`config.mk`:
```
export PLATFORM = sky130hd
export DESIGN_NAME = dmhbs_top
export DESIGN_NICKNAME = d
export VERILOG_FILES = /design/src/pkg/dmhbs_pkg.sv /design/src/dmhbs_strobe_gen.sv /design/src/dmhbs_top.sv
export SDC_FILE = /design/constraint.sdc
export NUM_CORES = 1
export LEC_CHECK = 0
export BUFFER_PORTS_ARGS = -buffer_cell sky130_fd_sc_hd__buf_4
export CAP_MARGIN = 30
export CELL_PAD_IN_SITES_DETAIL_PLACEMENT = 1
export CELL_PAD_IN_SITES_GLOBAL_PLACEMENT = 1
export CORE_AREA = 2 2 94 96
export CTS_CLUSTER_DIAMETER = 120
export DETAILED_ROUTE_END_ITERATION = 10
export DIE_AREA = 0 0 96 98
export PLACE_DENSITY_LB_ADDON = 0.1
export SLEW_MARGIN = 20
export SYNTH_ARGS = -nofsm -noshare
export SYNTH_HDL_FRONTEND = slang
export SYNTH_SLANG_ARGS = --single-unit
export TNS_END_PERCENT = 100
```
`constraint.sdc`:
```
create_clock -name pclk -period 2.3 [get_ports pclk]
set_input_delay 0.46 -clock pclk [delete_from_list [all_inputs] [get_ports pclk]]
set_output_delay 0.46 -clock pclk [all_outputs]
set_load 0.02 [all_outputs]
```
`src/pkg/dmhbs_pkg.sv`:
```
// Constants for the dual mode host bus slave.
// Assumes a synchronous host bus sampled on pclk.
package dmhbs_pkg;
  // =========================================
  // Register offsets (APB byte addresses)
  localparam logic [11:0] ADDR_CTRL = 12'h000;
  localparam logic [11:0] ADDR_RETRACE = 12'h004;
  localparam logic [11:0] ADDR_ROMCFG = 12'h008;
  localparam logic [11:0] ADDR_ROMWIN = 12'h00c;
  localparam logic [11:0] ADDR_STATUS = 12'h010;
  localparam logic [11:0] ADDR_WAITS = 12'h014;
  // =========================================
  // Field positions
  localparam int CTRL_MODE_BIT = 0;
  localparam int RET_CLR_BIT = 4;
  localparam int RET_IEN_BIT = 5;
  localparam int ROMCFG_EN_BIT = 0;
  localparam int ROMWIN_MAP_BIT = 0;
  // =========================================
  // Reset values
  localparam logic [7:0] RETRACE_RST = 8'h00;
  localparam logic ROMCFG_RST = 1'b0;
  localparam logic ROMWIN_RST = 1'b0;
  localparam logic [3:0] WAITS_RST = 4'h2;
  // =========================================
  // Host address windows (20-bit memory space, 16-bit I/O space)
  localparam logic [19:0] ROM_LO = 20'hc0000;
  localparam logic [19:0] ROM_HI = 20'hc7fff;
  localparam logic [19:0] HOLE_LO = 20'hc6000;
  localparam logic [19:0] HOLE_HI = 20'hc67ff;
  localparam logic [15:0] PAGE_PORT = 16'h46e8;
  localparam logic [19:0] VMEM_LO = 20'ha0000;
  localparam logic [19:0] VMEM_HI = 20'hbffff;
  localparam logic [15:0] IO_LO = 16'h03b0;
  localparam logic [15:0] IO_HI = 16'h03df;
  // =========================================
  // Cycle state, Gray coded along the path
  typedef enum logic [1:0] {
    DMHBS_IDLE = 2'b00,
    DMHBS_WAIT = 2'b01,
    DMHBS_DONE = 2'b11
  } dmhbs_state_e;
endpackage

```
`src/dmhbs_strobe_gen.sv`:
```
// Count-down strobe helper: one output pulse per start with nonzero len.
// Assumes start is a one-cycle pulse in the pclk domain.
`timescale 1ns/10ps
module dmhbs_strobe_gen (
  input wire logic pclk,
  input wire logic presetn,
  input wire logic start,
  input wire logic [3:0] len,
  output logic busy,
  output logic done
);
  logic [3:0] cnt_q;
  logic [3:0] cnt_d;
  logic done_q;
  logic done_d;

  assign cnt_d = start ? len : (cnt_q != 4'h0 ? cnt_q - 4'h1 : 4'h0);
  assign done_d = (cnt_q == 4'h1) && !start;
  assign busy = (cnt_q != 4'h0);
  assign done = done_q;

  always_ff @(posedge pclk or negedge presetn) begin
    if (!presetn) begin
      cnt_q <= 4'h0;
      done_q <= 1'b0;
    end else begin
      cnt_q <= cnt_d;
      done_q <= done_d;
    end
  end
endmodule

```
`src/dmhbs_top.sv`:
```
// Host bus slave front end: decode, lane steering, responses.
// Assumes host pins already synchronous to pclk; APB for setup.
`timescale 1ns/10ps
module dmhbs_top (
  input wire logic pclk,
  input wire logic presetn,
  input wire logic psel,
  input wire logic penable,
  input wire logic pwrite,
  input wire logic [11:0] paddr,
  input wire logic [31:0] pwdata,
  output logic [31:0] prdata,
  output logic pready,
  output logic pslverr,
  input wire logic mode_strap,
  input wire logic [16:0] host_addr,
  input wire logic [2:0] host_upper_addr,
  input wire logic byte_high_enable_n,
  input wire logic memory_decode_enable,
  input wire logic io_decode_enable,
  input wire logic latch_or_setup,
  input wire logic mem_read_or_mio,
  input wire logic mem_write_or_s0,
  input wire logic io_read_or_s1,
  input wire logic io_write_or_cmd,
  input wire logic vert_display_end,
  output logic irq_out,
  output logic rom_enable_strobe,
  output logic size16_out,
  output logic ready_out,
  output logic high_byte_buffer_dir,
  output logic low_byte_buffer_dir,
  output logic [19:0] vmem_addr,
  output logic lane_high,
  output logic lane_low
);
  // =========================================
  // Mode strap, caught once after reset release
  logic mode_q;
  logic mode_taken_q;
  logic chan_mode;
  assign chan_mode = mode_q;

  always_ff @(posedge pclk or negedge presetn) begin
    if (!presetn) begin
      mode_q <= 1'b0;
      mode_taken_q <= 1'b0;
    end else if (!mode_taken_q) begin
      mode_q <= mode_strap;
      mode_taken_q <= 1'b1;
    end
  end

  // =========================================
  // Software registers
  logic [7:0] retrace_q;
  logic romcfg_q;
  logic romwin_q;
  logic [3:0] waits_q;
  logic irq_pend_q;

  // =========================================
  // Pin decoding per mode
  logic mem_rd;
  logic mem_wr;
  logic io_rd;
  logic io_wr;
  logic cyc_active;
  logic cmd_low;
  logic decode_ok_mem;
  logic decode_ok_io;

  // Channel: M/IO high mem, S0 low write, S1 low read, CMD low valid
  assign cmd_low = chan_mode && !io_write_or_cmd;
  assign mem_rd = chan_mode ? (cmd_low && mem_read_or_mio && !io_read_or_s1)
    : !mem_read_or_mio;
  assign mem_wr = chan_mode ? (cmd_low && mem_read_or_mio && !mem_write_or_s0)
    : !mem_write_or_s0;
  assign io_rd = chan_mode ? (cmd_low && !mem_read_or_mio && !io_read_or_s1)
    : !io_read_or_s1;
  assign io_wr = chan_mode ? (cmd_low && !mem_read_or_mio && !mem_write_or_s0)
    : !io_write_or_cmd;
  assign cyc_active = mem_rd || mem_wr || io_rd || io_wr;

  // Latch/setup pin is unused: no address capture or decode use here
  // Memory decode needs the external enable; channel also io_decode_enable
  assign decode_ok_mem = memory_decode_enable &&
    (!chan_mode || io_decode_enable);
  assign decode_ok_io = chan_mode ? io_decode_enable
    : !io_decode_enable;

  // =========================================
  // Address windows
  function automatic logic in_range(input logic [19:0] a,
                                    input logic [19:0] lo,
                                    input logic [19:0] hi);
    in_range = (a >= lo) && (a <= hi);
  endfunction

  function automatic logic in_io_range(input logic [15:0] a,
                                       input logic [15:0] lo,
                                       input logic [15:0] hi);
    in_io_range = (a >= lo) && (a <= hi);
  endfunction

  logic [19:0] mem_a;
  logic [15:0] io_a;
  logic hit_vmem;
  logic hit_rom;
  logic hit_hole;
  logic hit_io;
  logic hit_page;
  logic rom_sel;
  logic vmem_cyc;
  logic io_cyc;

  assign mem_a = {host_upper_addr, host_addr};
  assign io_a = host_addr[15:0];
  assign hit_vmem = in_range(mem_a, dmhbs_pkg::VMEM_LO, dmhbs_pkg::VMEM_HI);
  assign hit_rom = in_range(mem_a, dmhbs_pkg::ROM_LO, dmhbs_pkg::ROM_HI);
  assign hit_hole = in_range(mem_a, dmhbs_pkg::HOLE_LO, dmhbs_pkg::HOLE_HI);
  assign hit_io = in_io_range(io_a, dmhbs_pkg::IO_LO, dmhbs_pkg::IO_HI);
  assign hit_page = (io_a == dmhbs_pkg::PAGE_PORT);
  assign rom_sel = decode_ok_mem && (mem_rd || mem_wr) && hit_rom &&
    romcfg_q && !(hit_hole && romwin_q);
  assign vmem_cyc = decode_ok_mem && (mem_rd || mem_wr) && hit_vmem;
  assign io_cyc = decode_ok_io && (io_rd || io_wr) && hit_io;

  // =========================================
  // Byte lanes
  logic word16;
  assign word16 = !host_addr[0] && !byte_high_enable_n;

  // =========================================
  // Page port strobe: single pulse on write start
  logic page_wr;
  logic page_wr_q;
  assign page_wr = decode_ok_io && io_wr && hit_page;

  // =========================================
  // Wait-state sequencer for video memory cycles
  dmhbs_pkg::dmhbs_state_e st_q;
  dmhbs_pkg::dmhbs_state_e st_d;
  logic wait_start;
  logic wait_busy;
  logic wait_done;
  logic waits_zero;
  assign waits_zero = (waits_q == 4'h0);

  always_comb begin
    st_d = st_q;
    case (st_q)
      dmhbs_pkg::DMHBS_IDLE: begin
        if (vmem_cyc) st_d = dmhbs_pkg::DMHBS_WAIT;
      end
      dmhbs_pkg::DMHBS_WAIT: begin
        if (!cyc_active) st_d = dmhbs_pkg::DMHBS_IDLE;
        else if (wait_done || waits_zero) st_d = dmhbs_pkg::DMHBS_DONE;
      end
      dmhbs_pkg::DMHBS_DONE: begin
        if (!cyc_active) st_d = dmhbs_pkg::DMHBS_IDLE;
      end
      default: st_d = dmhbs_pkg::DMHBS_IDLE;
    endcase
  end
  assign wait_start = (st_q == dmhbs_pkg::DMHBS_IDLE) && vmem_cyc;

  dmhbs_strobe_gen u_waits (
    .pclk(pclk),
    .presetn(presetn),
    .start(wait_start),
    .len(waits_q),
    .busy(wait_busy),
    .done(wait_done)
  );

  // Ready low only while a video memory cycle waits; I/O and ROM never
  // Low from the decode edge until the counter reports done: waits + 1
  logic wait_hold;
  logic ready_d;
  assign wait_hold = (st_q == dmhbs_pkg::DMHBS_WAIT) && !wait_done;
  assign ready_d = waits_zero || !(wait_start || wait_hold);

  // =========================================
  // Pin outputs, all registered
  logic irq_d;
  logic rom_d;
  logic size16_d;
  logic rd_dir_d;
  logic page_pulse;
  logic card_hit;
  assign page_pulse = page_wr && !page_wr_q;
  assign card_hit = vmem_cyc || io_cyc;
  assign irq_d = (retrace_q[dmhbs_pkg::RET_IEN_BIT] && irq_pend_q)
    ^ chan_mode;
  // Channel mode: feedback on any card hit, active low
  assign rom_d = chan_mode ? !card_hit
    : !(rom_sel || page_pulse);
  assign size16_d = chan_mode ? !(card_hit && word16)
    : !(vmem_cyc && word16);
  assign rd_dir_d = !((mem_rd && (vmem_cyc || rom_sel)) ||
    (io_rd && io_cyc));

  // Cycle state and page edge history
  always_ff @(posedge pclk or negedge presetn) begin
    if (!presetn) begin
      st_q <= dmhbs_pkg::DMHBS_IDLE;
      page_wr_q <= 1'b0;
    end else begin
      st_q <= st_d;
      page_wr_q <= page_wr;
    end
  end

  // Host responses; reset levels are the AT mode inactive ones
  always_ff @(posedge pclk or negedge presetn) begin
    if (!presetn) begin
      irq_out <= 1'b0;
      rom_enable_strobe <= 1'b1;
      size16_out <= 1'b1;
      ready_out <= 1'b1;
    end else begin
      irq_out <= irq_d;
      rom_enable_strobe <= rom_d;
      size16_out <= size16_d;
      ready_out <= ready_d;
    end
  end

  // Buffer directions, address and lanes
  always_ff @(posedge pclk or negedge presetn) begin
    if (!presetn) begin
      high_byte_buffer_dir <= 1'b1;
      low_byte_buffer_dir <= 1'b1;
      vmem_addr <= 20'h00000;
      lane_high <= 1'b0;
      lane_low <= 1'b0;
    end else begin
      high_byte_buffer_dir <= rd_dir_d;
      low_byte_buffer_dir <= rd_dir_d;
      vmem_addr <= mem_a;
      lane_high <= cyc_active && !byte_high_enable_n;
      lane_low <= cyc_active && !host_addr[0];
    end
  end

  // =========================================
  // APB slave, zero wait states
  logic apb_wr;
  logic apb_rd;
  logic sel_ctrl;
  logic sel_ret;
  logic sel_romcfg;
  logic sel_romwin;
  logic sel_status;
  logic sel_waits;
  logic unmapped;
  logic ret_clear;
  logic [31:0] rdata_d;

  assign apb_wr = psel && penable && pwrite;
  assign apb_rd = psel && !penable && !pwrite;
  assign sel_ctrl = (paddr == dmhbs_pkg::ADDR_CTRL);
  assign sel_ret = (paddr == dmhbs_pkg::ADDR_RETRACE);
  assign sel_romcfg = (paddr == dmhbs_pkg::ADDR_ROMCFG);
  assign sel_romwin = (paddr == dmhbs_pkg::ADDR_ROMWIN);
  assign sel_status = (paddr == dmhbs_pkg::ADDR_STATUS);
  assign sel_waits = (paddr == dmhbs_pkg::ADDR_WAITS);
  assign unmapped = !(sel_ctrl || sel_ret || sel_romcfg || sel_romwin ||
    sel_status || sel_waits);
  assign ret_clear = apb_wr && sel_ret && pwdata[dmhbs_pkg::RET_CLR_BIT];

  always_comb begin
    if (sel_ctrl) rdata_d = {31'h0, mode_q};
    else if (sel_ret) rdata_d = {24'h0, retrace_q};
    else if (sel_romcfg) rdata_d = {31'h0, romcfg_q};
    else if (sel_romwin) rdata_d = {31'h0, romwin_q};
    else if (sel_status) rdata_d = {27'h0, st_q, wait_busy, irq_pend_q,
      mode_q};
    else if (sel_waits) rdata_d = {28'h0, waits_q};
    else rdata_d = 32'h0;
  end

  // Event wins over a clear in the same cycle
  always_ff @(posedge pclk or negedge presetn) begin
    if (!presetn) begin
      irq_pend_q <= 1'b0;
    end else if (vert_display_end) begin
      irq_pend_q <= 1'b1;
    end else if (ret_clear) begin
      irq_pend_q <= 1'b0;
    end
  end

  always_ff @(posedge pclk or negedge presetn) begin
    if (!presetn) begin
      retrace_q <= dmhbs_pkg::RETRACE_RST;
      romcfg_q <= dmhbs_pkg::ROMCFG_RST;
      romwin_q <= dmhbs_pkg::ROMWIN_RST;
      waits_q <= dmhbs_pkg::WAITS_RST;
    end else if (apb_wr) begin
      if (sel_ret) retrace_q <= pwdata[7:0];
      if (sel_romcfg) romcfg_q <= pwdata[dmhbs_pkg::ROMCFG_EN_BIT];
      if (sel_romwin) romwin_q <= pwdata[dmhbs_pkg::ROMWIN_MAP_BIT];
      if (sel_waits) waits_q <= pwdata[3:0];
    end
  end

  always_ff @(posedge pclk or negedge presetn) begin
    if (!presetn) begin
      prdata <= 32'h0;
      pready <= 1'b0;
      pslverr <= 1'b0;
    end else begin
      if (apb_rd) prdata <= rdata_d;
      pready <= psel && !penable;
      pslverr <= psel && !penable && unmapped;
    end
  end
endmodule

```
==> results_dict.tcl <==
set metrics [dict create \
    status "complete, no violations" \
    vias 2083 \
    yosys_register_bits 62 \
    globalplace.congestion 0.763 \
    start_util_pct 32.8 \
    io_pins 141 \
    cp-start-kind "flop" \
    syn_area_per_cell_um2 11.9 \
    timing.rr.end "u_waits.cnt_q[1]" \
    cp-end-kind "flop" \
    antenna_found_initial 0 \
    seq_area_frac_synth_pct 56.2 \
    fin_worst_skew_ps 10.7 \
    io_buffers 91 \
    period_needed_ps 2240 \
    crit_family "multiplexers" \
    die_w_um 96 \
    clkSlewWorstSetupHoldPaths_ps 70 \
    path_cells "mux2_4 > a221o_1 > or4_1 > buf_4 > mux2_4" \
    max_stage_delay_ps 490 \
    yosysMostFrequentCell "dfrtp_1" \
    fin_crit_sh_pct 97.2 \
    cts_tree "built" \
    synth_ff_type "dfrtp_1" \
    synth_top_area_share_pct 51.4 \
    drv_slew 0 \
    worst_slack_ps 63.7 \
    required_ps 2520 \
    worst_hold_slack_ps 198 \
    synthArstFlopShare_pct 100 \
    reg2reg_slack_ps 60 \
    antenna_cells 0 \
    setup_viol 0 \
    cts.sinks 62 \
    synth_edf_count 0 \
    critPathSlowestCell "or4_1" \
    cp_num_cells 5 \
    hold_class "in2async" \
    drv_cap 0 \
    wl_per_cell_um 15.0 \
    finalNonFillerCells 452 \
    first_pass_iters 4 \
    rows 34 \
    cp_max_fo 6 \
    hold_viol 0 \
    path_buf_inv 1 \
    dp.cells 435 \
    clk_latency_ps 340 \
    ir_drop_v 0.000234 \
    wl_mm 6.78 \
    cts_buffers 9 \
    crit_top_cell "mux2_4" \
    area_growth_pct 35.8 \
    power.density_mw_per_mm2 665 \
    slew_headroom_pct 48.5 \
    dp_slack_ps -83.3 \
    cts_root_buf "clkbuf_8" \
    drive_above_1_share_pct 43.9 \
    grt_usage_pct 15.1 \
    die_h_um 98 \
    via_per_inst 4.61 \
    synthCells 234 \
    cp.arrival_ps 2450 \
    dieArea_mm2 0.00941 \
    final_nets 419 \
    cts_buffer_depth 2 \
    synth_top_area_cell "dfrtp_1" \
    reg2reg_from "chan_mode" \
    tightest_slew_ps 773 \
    cts_max_level 3 \
    p_total_mw 2.51 \
    synth_common_cells "57 x dfrtp_1, 25 x buf_4, 19 x mux2_2" \
    grt_overflow 0 \
    rr_worst_depth 5 \
    core_area_mm2 0.00847 \
    drc 0 \
    hold_buffers 0 \
    grt_pass1_wl_mm 10.8 \
    cp-startpoint "chan_mode" \
    yosys_warnings 0 \
    dp_hpwl_mm 5.21 \
    grt_max_degree 63 \
    fmax_mhz 447 \
    grt_pass1_vias 2154 \
    drt_iter0_markers 36 \
    synthTopCellsByArea "dfrtp_1 51%, mux2_2 7.7%, buf_4 6.8%, dfstp_2 4.7%, mux2_4 2.7%" \
    leakagePower_nw 1.84 \
    mappedNetlistArea_mm2 0.00277 \
    synth.distinct_cells 49 \
    critical_path_class "reg2reg" \
    ant_nets 0 \
]
-- cells in the final DEF, fill, tap and decap left out, drive strengths merged, types with 2 or more instances in the layout --
cell type / Yosys / final
a221o: 2 / 2
a22o: 3 / 3
a22oi: 3 / 3
a31oi: 2 / 2
buf: 26 / 102
bufinv: 0 / 2
clkbuf: 5 / 12
clkinv: 0 / 2
conb: 2 / 25
dfrtp: 57 / 57
dfstp: 5 / 5
inv: 8 / 8
mux2: 24 / 24
nand2: 11 / 11
nand2b: 4 / 4
nand3: 3 / 3
nand4: 2 / 2
nand4b: 3 / 3
nor2: 12 / 12
nor2b: 5 / 5
nor3: 10 / 10
nor4: 5 / 5
nor4b: 2 / 2
o21a: 2 / 2
o21ai: 8 / 8
o31a: 2 / 2
o41ai: 4 / 4
or2: 3 / 3
or4: 2 / 2
-- power by group --
group	switching [mW]	internal, mW	leakage, nW
Clock	0.414	0.637	0.110
Sequential	0.0141	1.12	0.784
Combinational	0.179	0.135	0.944
Total	0.608	1.90	1.84
-- timing repair --
item,4_1_cts,5_1_grt
buffers inserted,0,1
endpoints found under the setup margin,0,4
gates resized for setup,0,1
endpoints found under the hold margin,0,0
-- sequential cells by signal (all words and copies together) (netlist names), 2 cells and up --
signal / cells
vmem_addr: 20
u_waits.cnt_q: 4
st_q: 2
prdata: 8
retrace_q: 8
waits_q: 4
-- area by class of cell --
type / instances / area (um2)
fill: 958 / 4700
sequential: 62 / 1560
multi-input combinational: 156 / 1060
timing repair buffer: 102 / 766
clock buffer: 12 / 145
tap: 108 / 135
clock inverter: 4 / 70.1
inverter: 8 / 30.0
-- cells by family after synthesis --
| logic type | after synthesis | share of synthesized area (%) |
|---|---|---|
| and+or+nand+nor | 69 | 14.0 |
| DFF | 62 | 56.2 |
| buffers and inverters | 39 | 8.71 |
| AOI/OAI and AO/OA | 35 | 9.34 |
| muxes | 25 | 10.8 |
| other | 2 | 0.271 |
| adders and majority gates | 1 | 0.451 |
| xor gates and xnor gates | 1 | 0.316 |
-- per-stage QoR --
step                      cell area, um2  TNS (ps)  utilization (%)
after floorplan                     2860         0                -
after global placement              3540      -215             41.8
after detailed placement            3540      -305             41.8
after CTS                           3760         0             44.4
after global routing                3770     -1.83             44.5
final                               3770         0             44.5
-- worst max path at each step --
stage	to	slack, ps
global route	u_waits.cnt_q[0]	-2
global placement	u_waits.cnt_q[2]	-60
detailed placement	u_waits.cnt_q[1]	-80
finish	u_waits.cnt_q[1]	60
CTS	u_waits.cnt_q[1]	7
floorplan	u_waits.cnt_q[0]	140
-- metal layers --
layer  up-vias  track usage (%)  share of wire [%]
li1        995                -                  -
met1      1023             20.0                 44
met2        56             23.9                 50
met3         9             3.09                4.3
met4         0             6.59                1.6
met5         -                0                  0
Note: power is estimated with default switching activity, not from simulation.
